`config.mk`:
```
export PLATFORM = sky130hd
export DESIGN_NAME = uep_ctrl
export DESIGN_NICKNAME = d
export VERILOG_FILES = /design/src/shared/uep_pkg.sv /design/src/verilog/uep_ctrl.sv
export SDC_FILE = /design/constraint.sdc
export NUM_CORES = 1
export LEC_CHECK = 0
export BUFFER_PORTS_ARGS = -buffer_cell sky130_fd_sc_hd__buf_2
export CAP_MARGIN = 15
export CORE_MARGIN = 1
export CORE_UTILIZATION = 58
export CTS_CLUSTER_SIZE = 30
export DETAILED_ROUTE_END_ITERATION = 7
export PLACE_DENSITY_LB_ADDON = 0.3
export SLEW_MARGIN = 40
export SYNTH_ARGS = -nofsm -noshare
export SYNTH_HDL_FRONTEND = slang
export SYNTH_SLANG_ARGS = --single-unit
```
`constraint.sdc`:
```
create_clock -name clk_sys_i -period 2.7 [get_ports clk_sys_i]
set_input_delay 0.54 -clock clk_sys_i [delete_from_list [all_inputs] [get_ports clk_sys_i]]
set_output_delay 0.54 -clock clk_sys_i [all_outputs]
set_load 0.02 [all_outputs]
```
`src/shared/uep_pkg.sv`:
```
// Package for the EPROM programmer controller: register map, timing, commands.
// Assumes a 25 MHz system clock.
package uep_pkg;
  localparam int unsigned CLK_HZ          = 25000000;
  localparam int unsigned ADDR_W          = 11;
  localparam int unsigned DATA_W          = 8;
  // Register offsets of the controller's own map
  localparam logic [3:0]  REG_CTRL        = 4'h0;
  localparam logic [3:0]  REG_ADDR        = 4'h1;
  localparam logic [3:0]  REG_WDATA       = 4'h2;
  localparam logic [3:0]  REG_STATUS      = 4'h3;
  localparam logic [3:0]  REG_RDATA       = 4'h4;
  // Control field positions
  localparam int unsigned CTRL_GO_BIT     = 0;
  localparam int unsigned CTRL_CMD_LSB    = 1;
  localparam int unsigned CTRL_HV_BIT     = 3;
  // Status field positions
  localparam int unsigned ST_BUSY_BIT     = 0;
  localparam int unsigned ST_HV_BIT       = 1;
  localparam int unsigned ST_MISM_BIT     = 2;
  localparam int unsigned ST_REFUSE_BIT   = 3;
  localparam int unsigned ST_ZERO_BIT     = 4;
  // Commands
  localparam logic [1:0]  CMD_READ        = 2'h0;
  localparam logic [1:0]  CMD_PROGRAM     = 2'h1;
  localparam logic [1:0]  CMD_VERIFY      = 2'h2;
  // Times
  localparam int unsigned PULSE_MIN_MS    = 45;
  localparam int unsigned PULSE_NOM_MS    = 50;
  localparam int unsigned PULSE_MAX_MS    = 55;
  localparam int unsigned SETUP_US        = 2;
  localparam int unsigned ACCESS_NS       = 450;
  localparam int unsigned PULSE_NOM_CYC   = PULSE_NOM_MS * (CLK_HZ / 1000);
  localparam int unsigned SETUP_CYC       = (SETUP_US * (CLK_HZ / 1000) + 999) / 1000;
  localparam int unsigned ACCESS_CYC      = (ACCESS_NS * (CLK_HZ / 1000000) + 999) / 1000;
  localparam int unsigned CNT_W           = 21;
  // Reset values
  localparam logic [7:0]  RST_DATA        = 8'hff;
  localparam logic [10:0] RST_ADDR        = 11'h000;
endpackage

```
`src/verilog/uep_ctrl.sv`:
```
// Host-side controller that reads, programs and verifies a 2048 x 8 UV EPROM.
// Assumes the EPROM pins are wired directly, and that vpp_high_o drives a supply switch.
module uep_ctrl #(
  parameter int unsigned PULSE_CYC = uep_pkg::PULSE_NOM_CYC
) (
  input  wire logic        clk_sys_i,
  input  wire logic        rst_i,
  input  wire logic        ce_i,
  input  wire logic [3:0]  reg_addr_i,
  input  wire logic [7:0]  reg_wdata_i,
  input  wire logic        reg_wr_i,
  input  wire logic        reg_rd_i,
  output logic      [7:0]  reg_rdata_o,
  output logic      [10:0] word_address_lines_o,
  input  wire logic [7:0]  mem_data_i,
  output logic      [7:0]  mem_data_o,
  output logic             mem_data_oe_o,
  output logic             select_program_strobe_o,
  output logic             gate_n_o,
  output logic             vpp_high_o
);
  typedef enum logic [2:0] {ST_IDLE, ST_RSETUP, ST_RWAIT, ST_PSETUP, ST_PULSE, ST_PHOLD}
    uep_state_t;

  uep_state_t  state_r;
  logic [20:0] cnt_r;
  logic [10:0] addr_r;
  logic [7:0]  wdata_r;
  logic [7:0]  rdata_r;
  logic [1:0]  cmd_r;
  logic        hv_req_r;
  logic        mism_r;
  logic        refuse_r;
  logic        zero_r;
  logic        go;
  logic [1:0]  go_cmd;
  logic        cnt_done;

  assign go       = reg_wr_i && reg_addr_i == uep_pkg::REG_CTRL && reg_wdata_i[uep_pkg::CTRL_GO_BIT];
  assign go_cmd   = reg_wdata_i[uep_pkg::CTRL_CMD_LSB +: 2];
  assign cnt_done = cnt_r == 21'h000000;

  // Register writes
  always_ff @(posedge clk_sys_i) begin
    if (rst_i) begin
      addr_r   <= uep_pkg::RST_ADDR;
      wdata_r  <= uep_pkg::RST_DATA;
      hv_req_r <= 1'b0;
    end else if (ce_i && reg_wr_i && state_r == ST_IDLE) begin
      unique case (reg_addr_i)
        uep_pkg::REG_CTRL:  hv_req_r <= reg_wdata_i[uep_pkg::CTRL_HV_BIT];
        uep_pkg::REG_ADDR:  addr_r   <= {addr_r[10:8], reg_wdata_i};
        uep_pkg::REG_WDATA: wdata_r  <= reg_wdata_i;
        uep_pkg::REG_STATUS: addr_r  <= {reg_wdata_i[2:0], addr_r[7:0]};
        default: ;
      endcase
    end
  end

  // Sequencer
  always_ff @(posedge clk_sys_i) begin
    if (rst_i) begin
      state_r  <= ST_IDLE;
      cnt_r    <= 21'h000000;
      cmd_r    <= uep_pkg::CMD_READ;
      rdata_r  <= uep_pkg::RST_DATA;
      mism_r   <= 1'b0;
      refuse_r <= 1'b0;
      zero_r   <= 1'b0;
    end else if (ce_i) begin
      unique case (state_r)
        ST_IDLE: begin
          if (go) begin
            cmd_r <= go_cmd;
            if (go_cmd == uep_pkg::CMD_PROGRAM && !hv_req_r) begin
              refuse_r <= 1'b1;
            end else if (go_cmd == uep_pkg::CMD_PROGRAM) begin
              refuse_r <= 1'b0;
              zero_r   <= (rdata_r & ~wdata_r) != 8'h00;
              cnt_r    <= 21'(uep_pkg::SETUP_CYC);
              state_r  <= ST_PSETUP;
            end else begin
              refuse_r <= 1'b0;
              cnt_r    <= 21'(uep_pkg::ACCESS_CYC);
              state_r  <= ST_RSETUP;
            end
          end
        end
        ST_RSETUP: begin
          cnt_r   <= 21'(uep_pkg::ACCESS_CYC);
          state_r <= ST_RWAIT;
        end
        ST_RWAIT: begin
          if (cnt_done) begin
            rdata_r <= mem_data_i;
            mism_r  <= cmd_r == uep_pkg::CMD_VERIFY && mem_data_i != wdata_r;
            state_r <= ST_IDLE;
          end else begin
            cnt_r <= cnt_r - 21'h000001;
          end
        end
        ST_PSETUP: begin
          if (cnt_done) begin
            cnt_r   <= 21'(PULSE_CYC - 1);
            state_r <= ST_PULSE;
          end else begin
            cnt_r <= cnt_r - 21'h000001;
          end
        end
        ST_PULSE: begin
          if (cnt_done) begin
            cnt_r   <= 21'(uep_pkg::SETUP_CYC);
            state_r <= ST_PHOLD;
          end else begin
            cnt_r <= cnt_r - 21'h000001;
          end
        end
        ST_PHOLD: begin
          if (cnt_done) begin
            state_r <= ST_IDLE;
          end else begin
            cnt_r <= cnt_r - 21'h000001;
          end
        end
        default: state_r <= ST_IDLE;
      endcase
    end
  end

  // Pin drive
  always_ff @(posedge clk_sys_i) begin
    if (rst_i) begin
      word_address_lines_o    <= uep_pkg::RST_ADDR;
      mem_data_o              <= uep_pkg::RST_DATA;
      mem_data_oe_o           <= 1'b0;
      select_program_strobe_o <= 1'b1;
      gate_n_o                <= 1'b1;
      vpp_high_o              <= 1'b0;
    end else if (ce_i) begin
      word_address_lines_o <= addr_r;
      mem_data_o           <= wdata_r;
      vpp_high_o           <= hv_req_r;
      unique case (state_r)
        ST_RSETUP, ST_RWAIT: begin
          mem_data_oe_o           <= 1'b0;
          select_program_strobe_o <= 1'b0;
          gate_n_o                <= 1'b0;
        end
        ST_PSETUP, ST_PHOLD: begin
          mem_data_oe_o           <= 1'b1;
          select_program_strobe_o <= 1'b0;
          gate_n_o                <= 1'b1;
        end
        ST_PULSE: begin
          mem_data_oe_o           <= 1'b1;
          select_program_strobe_o <= 1'b1;
          gate_n_o                <= 1'b1;
        end
        default: begin
          mem_data_oe_o           <= 1'b0;
          select_program_strobe_o <= !hv_req_r;
          gate_n_o                <= 1'b1;
        end
      endcase
    end
  end

  // Register reads
  always_ff @(posedge clk_sys_i) begin
    if (rst_i) begin
      reg_rdata_o <= 8'h00;
    end else if (ce_i && reg_rd_i) begin
      unique case (reg_addr_i)
        uep_pkg::REG_CTRL:   reg_rdata_o <= {4'h0, hv_req_r, cmd_r, 1'b0};
        uep_pkg::REG_ADDR:   reg_rdata_o <= addr_r[7:0];
        uep_pkg::REG_WDATA:  reg_rdata_o <= wdata_r;
        uep_pkg::REG_STATUS: reg_rdata_o <= {3'h0, zero_r, refuse_r, mism_r, vpp_high_o,
                                             state_r != ST_IDLE};
        uep_pkg::REG_RDATA:  reg_rdata_o <= rdata_r;
        default:             reg_rdata_o <= 8'h00;
      endcase
    end
  end

  a_pulse_high_only_hv: assert property (@(posedge clk_sys_i) disable iff (rst_i)
    select_program_strobe_o && gate_n_o && mem_data_oe_o |-> vpp_high_o)
    else $error("program pulse without high supply");
  a_pulse_data_driven: assert property (@(posedge clk_sys_i) disable iff (rst_i)
    $rose(select_program_strobe_o) && vpp_high_o |-> $past(mem_data_oe_o))
    else $error("pulse before data stable");
  a_pulse_not_early_end: assert property (@(posedge clk_sys_i) disable iff (rst_i)
    ce_i && state_r == ST_PULSE && cnt_r > 21'h000001 |=> state_r == ST_PULSE)
    else $error("pulse ended early");
  a_pulse_gate_high: assert property (@(posedge clk_sys_i) disable iff (rst_i)
    mem_data_oe_o |-> gate_n_o)
    else $error("data driven with gate low");
  a_read_no_drive: assert property (@(posedge clk_sys_i) disable iff (rst_i)
    !gate_n_o |-> !mem_data_oe_o && !select_program_strobe_o)
    else $error("contention during read");
  a_setup_low: assert property (@(posedge clk_sys_i) disable iff (rst_i)
    ce_i && state_r == ST_PSETUP |=> !select_program_strobe_o)
    else $error("strobe high during setup");
  a_refuse_no_hv: assert property (@(posedge clk_sys_i) disable iff (rst_i)
    ce_i && go && state_r == ST_IDLE && go_cmd == uep_pkg::CMD_PROGRAM && !hv_req_r
    |=> refuse_r && state_r == ST_IDLE)
    else $error("program started at low supply");
  a_read_sample: assert property (@(posedge clk_sys_i) disable iff (rst_i)
    ce_i && state_r == ST_RWAIT && cnt_done |=> rdata_r == $past(mem_data_i))
    else $error("read data not captured");
  c_program: cover property (@(posedge clk_sys_i) state_r == ST_PULSE ##1 state_r == ST_PHOLD);
  c_verify_ok: cover property (@(posedge clk_sys_i) cmd_r == uep_pkg::CMD_VERIFY && !mism_r
    && state_r == ST_RWAIT ##1 state_r == ST_IDLE);
  c_refuse: cover property (@(posedge clk_sys_i) $rose(refuse_r));
endmodule

```
# == Word level (Yosys, flattened, before mapping) ==
# Index checks and enable logic that the tools add are counted.
# totals
reg_bits,88
output_inout_bits,31
elab_cells,89
# classes
addsub,1
n_eq_ne,18
muxes,20
bitwise_logic,5
n_reduce_logical,27
# op_table
op,n
two-way mux 21 bit,5
case mux 21 bit (5 select lines),1
case mux 8 bit (5 select lines),1
case mux 11 bit (2 select lines),1
logical NOT 21 bit,1
subtractor 21 x 1 -> 21 bit (second input constant),1
two-way mux 3 bit,5
case mux 3 bit (5 select lines),1
AND reduction 3 bit,4
inequality test 2 bit (second input constant),5
AND reduction 5 bit,2
AND 8 bit,1
equality test 4 x 2 -> 1 bit (second input constant),2
inequality test 8 bit,1
inverter 8 bit,1
nonzero test 8 bit,1
logical AND 1 bit,7
equality test 3 x 2 -> 1 bit (second input constant),2
equality test 3 bit (second input constant),2
two-way mux 6 bit,1
AND reduction 6 bit,1
nonzero test 5 bit,1
equality test 4 x 1 -> 1 bit (second input constant),1
equality test 4 x 3 -> 1 bit (second input constant),1
16 further kinds,22

# == Longest topological paths before layout ==
# depth
depth_word,5
mapped_depth,9

# == Least setup slack after synthesis ==
# No wires, ideal clock.
# synth_timing
path_kind,input to register
start,input port reg_wdata_i[2]
end,register cnt_r[5]
setup_ns,0.119
t_arrival_ns,2.160
path_slack_ns,0.422
cell_stages,6
path_cell_list,or3b_2 a32oi_2 a41oi_4 o21ai_1 o21ba_2 o221a_2
# synth_between
elab_chain_cells,5
# synth_lines
element,line_no,text
start: declaration,uep_ctrl.sv:10,"input wire logic [7:0] reg_wdata_i,"
equality test 2 x 1 -> 1 bit (*),"uep_ctrl.sv:75, uep_ctrl.sv:77",
two-way mux 6 bit,uep_ctrl.sv:77,end else if (go_cmd == uep_pkg::CMD_PROGRAM) begin
two-way mux 21 bit,uep_ctrl.sv:75,if (go_cmd == uep_pkg::CMD_PROGRAM && !hv_req_r) begin
two-way mux 21 bit,uep_ctrl.sv:73,if (go) begin
case mux 21 bit (5 select lines),uep_ctrl.sv:71,unique case (state_r)
end signal: assignment,uep_ctrl.sv:80,cnt_r <= 21'(uep_pkg::SETUP_CYC);
end signal: assignment,uep_ctrl.sv:84,cnt_r <= 21'(uep_pkg::ACCESS_CYC);
end signal: assignment,uep_ctrl.sv:90,cnt_r <= 21'(uep_pkg::ACCESS_CYC);
end: declaration,uep_ctrl.sv:26,logic [20:0] cnt_r;
# Mark *: on every way between the ends. The rest lies on a longest branch, timed or not. The select of a mux whose other input is x is not followed.
# A chain may end at the register's enable or synchronous reset.

# == Final worst setup path ==
# layout_timing
start,register cnt_r[5]
end,register cnt_r[15]
# layout_between
elab_chain_cells,3
# layout_lines
element,line_no
subtractor 21 x 1 -> 21 bit or logical NOT 21 bit (tied branches),n/a
two-way mux 21 bit (tied with other cells),"uep_ctrl.sv:94, uep_ctrl.sv:119"
case mux 21 bit (5 select lines) or AND reduction 5 bit (tied branches),n/a
# Parallel ways exist; a longest one is shown, timed or not. The select of a mux whose other input is x is not followed.

==> summary.md <==
| Metric | Value |
|---|---|
| Period utilization | `92.2%` |
| Arr. time, crit path | `2740 ps` |
| TritonCTS Sinks | `88` |
| Mapped Area | `between 0.004 and 0.005 mm^2` |
| Most frequent cell after synthesis | `dfxtp_1` |
| DR DRC count | `0` |
| IO Pins | `56` |
| Crit start category | `flop` |
| Final TNS setup | `0 ps` |
| Starting DRT DRC Count | `315` |
| Vias in the first global route | `3644` |
| Minimum clock period | `2490 ps` |
| Area grow syn2layout | `15.3%` |
| Die Y | `88.7 um` |
| Die Footprint | `0.00787 mm^2` |
| Antenna violations before repair | `0` |
| Fin Hold WS | `401 ps` |
| Chip width | `about 89 um` |
| Primary FF master, synth | `dfxtp_1` |
| Syn Area/Cell | `between 8 and 9 um^2` |
| # hold bufs at CTS | `0` |
| RSZ-0062 raised after global routing | `no` |
| I/O Buffers | `55` |
| Sequential share of the synthesized area | `40.4%` |
| Num rows | `31` |
| CP top delay family | `simple AND/OR/NAND/NOR gates` |
| Ratio of cells with drive above 1 in the final layout | `21.5%` |
| Tot GR Track Use | `29.8%` |
| Worst Path Required | `2950 ps` |
| Avg Vias per Cell | `6.02` |
| Routed Antenna Nets | `0` |
| Syn nets | `522` |
| H-tree level count | `3` |
| Critical Path Max Stage Delay | `700 ps` |
| Most area-hungry cell type in the Yosys netlist | `dfxtp_1` |
| Max-cap violation count | `0` |
| Core area | `0.00725 mm^2` |
| Routed vias | `3980` |
| Cells after Synth | `495` |
| Total grt overflow | `0` |
| Fin Clk Skew | `11.6 ps` |
| Slowest-stage cell, CP | `or4_1` |
| PwrDens | `510 mW/mm^2` |
| VDD IR-drop max | `0.301 mV` |
| Worst hold path type | `in2reg` |
| Final net count | `approximately 580` |
| Max Clk Rate | `about 0.4 GHz` |
| Rel. slew slack | `between 40% and 50%` |
| CTS tree | `yes` |
| Outcome | `complete, no violations` |
| CTS Buffer Depth | `2` |
| Clock Latency Late Sink | `360 ps` |
| Most common cell on crit path | `or4_1` |
| P_leak | `2.00 nW` |
| Footprint of the multi-input gates | `0.00242 mm^2` |
| Largest net degree at the start of global routing | `53` |
| Synth cell types | `65` |
| CP endpoint kind | `flop` |
| Yosys warning total | `0` |
| Synth top cells by count | `88 x dfxtp_1, 60 x nand2_1, 57 x nor2_1` |
| Starting Density | `60.1%` |
| EDFF count, synth | `0` |
| Final hold vios | `0` |
| First-pass GRT wire length | `17.7 mm` |
| RD Place Congestion | `between 0.9 and 1` |
| Layout fillers | `roughly 600` |
| Worst slew pin tran | `763 ps` |
| CP cell instances | `or4_1, or4_1, o31ai_4, a2bb2oi_2, o21ai_4, nor2_1` |
| Root buffer cell | `clkbuf_8` |
| Wire per inst | `17.0 um` |
| CP Buf/Inv Count | `0` |
| DR pass1 iterations | `6` |
| Final Max Slew Viols | `0` |
| DPL Wire Length | `8.30 mm` |
| Total inserted antenna cells | `0` |
| Post-synth top area share | `40.4%` |
| CTS Buf Count | `9` |
| Post-synth ARST share | `0%` |
| Crit Path Max Fanout | `8` |
| Final WL | `11.3 mm` |
| Setup violators final | `0` |
| Synth area leaders | `dfxtp_1 40%, mux2i_1 9.6%, nand2_1 5.2%` |
| Post-CTS sizing | `0` |
| Post-CTS setup buffer count | `0` |
| #FFs+latches synth | `88` |
| Crit Path Class | `reg2reg` |
| Worst-path clk slew | `100 ps` |
| Register area | `0.00176 mm^2` |
[worst register-to-register path: cells and delay by family, from the launching register on]
| family | cells | cell delay [ps] |
|---|---|---|
| AO/OA/AOI/OAI | 3 | 610 |
| AND/OR/NAND/NOR | 3 | 1400 |
| flip-flops | 1 | 370 |
[per-stage QoR]
step	setup WS (ps)	cell area, um^2	std cells	util (%)	total power [mW]
4_1_cts	219	5030	661	69.3	2.57
6_report	210	5030	661	69.3	2.56
3_5_place_dp	212	4820	645	66.4	1.62
3_3_place_gp	156	4810	645	66.3	1.61
5_1_grt	104	5030	661	69.3	2.65
2_1_floorplan	422	4360	495	-	1.53
[area by class of cell]
cell class,instances,share of cell area [%]
Tap cell,99,2.46
Multi-Input combinational cell,362,48.1
Timing Repair Buffer,77,8.76
Clock buffer,9,2.46
Sequential cell,88,35.0
Clock inverter,7,1.74
Inverter,19,1.42
[worst paths after layout]
kind | from | to | slack [ps] | depth (start not counted)
setup / recovery | cnt_r[5] | cnt_r[15] | 210 | 6
hold reg to reg | mem_data_o[0] | mem_data_o[0] | 480 | 2
hold / removal | reg_wdata_i[7] | wdata_r[7] | 400 | 3
setup reg to reg | cnt_r[5] | cnt_r[15] | 210 | 6
[where the power goes]
group	leakage, nW	total, mW	internal, mW	switching, mW
sequential	0.710	1.32	1.31	0.00999
clock	0.0996	0.970	0.445	0.525
combinational	1.19	0.275	0.100	0.175
[cells by family after synthesis]
logic type	synth area share [%]
muxes	9.64
and+or+nand+nor	20.8
buffers and inverters	4.22
AOI/OAI and AO/OA	20.5
xor gates and xnor gates	3.82
adders and majority gates	0.574
DFF	40.4
[cell usage in the layout (no fill, tap or decap), types with 15 or more instances in the layout]
cell / netlist / routed
nand2_1: 60 / 60
mux2i_1: 42 / 42
buf_2: 3 / 55
buf_4: 1 / 22
a21oi_1: 37 / 37
inv_1: 19 / 19
o21ai_0: 15 / 15
xor2_1: 16 / 16
nor2_1: 57 / 57
dfxtp_1: 88 / 88
[state kept, by name, indices dropped and copies added, names as in the netlist, 3 cells and up]
| register | flops |
|---|---|
| state_r | 3 |
| rdata_r | 8 |
| addr_r | 11 |
| mem_data_o | 8 |
| wdata_r | 8 |
| reg_rdata_o | 8 |
| word_address_lines_o | 11 |
| cnt_r | 21 |
[routing by layer]
metal	up-vias	track usage, %	part of all wire, %
li1	1908	-	-
met1	1894	39.8	44
met2	148	49.1	48
met3	30	4.20	5.5
met4	0	11.0	2.3
met5	-	0	0
Note: power is estimated with default switching activity, not from simulation.
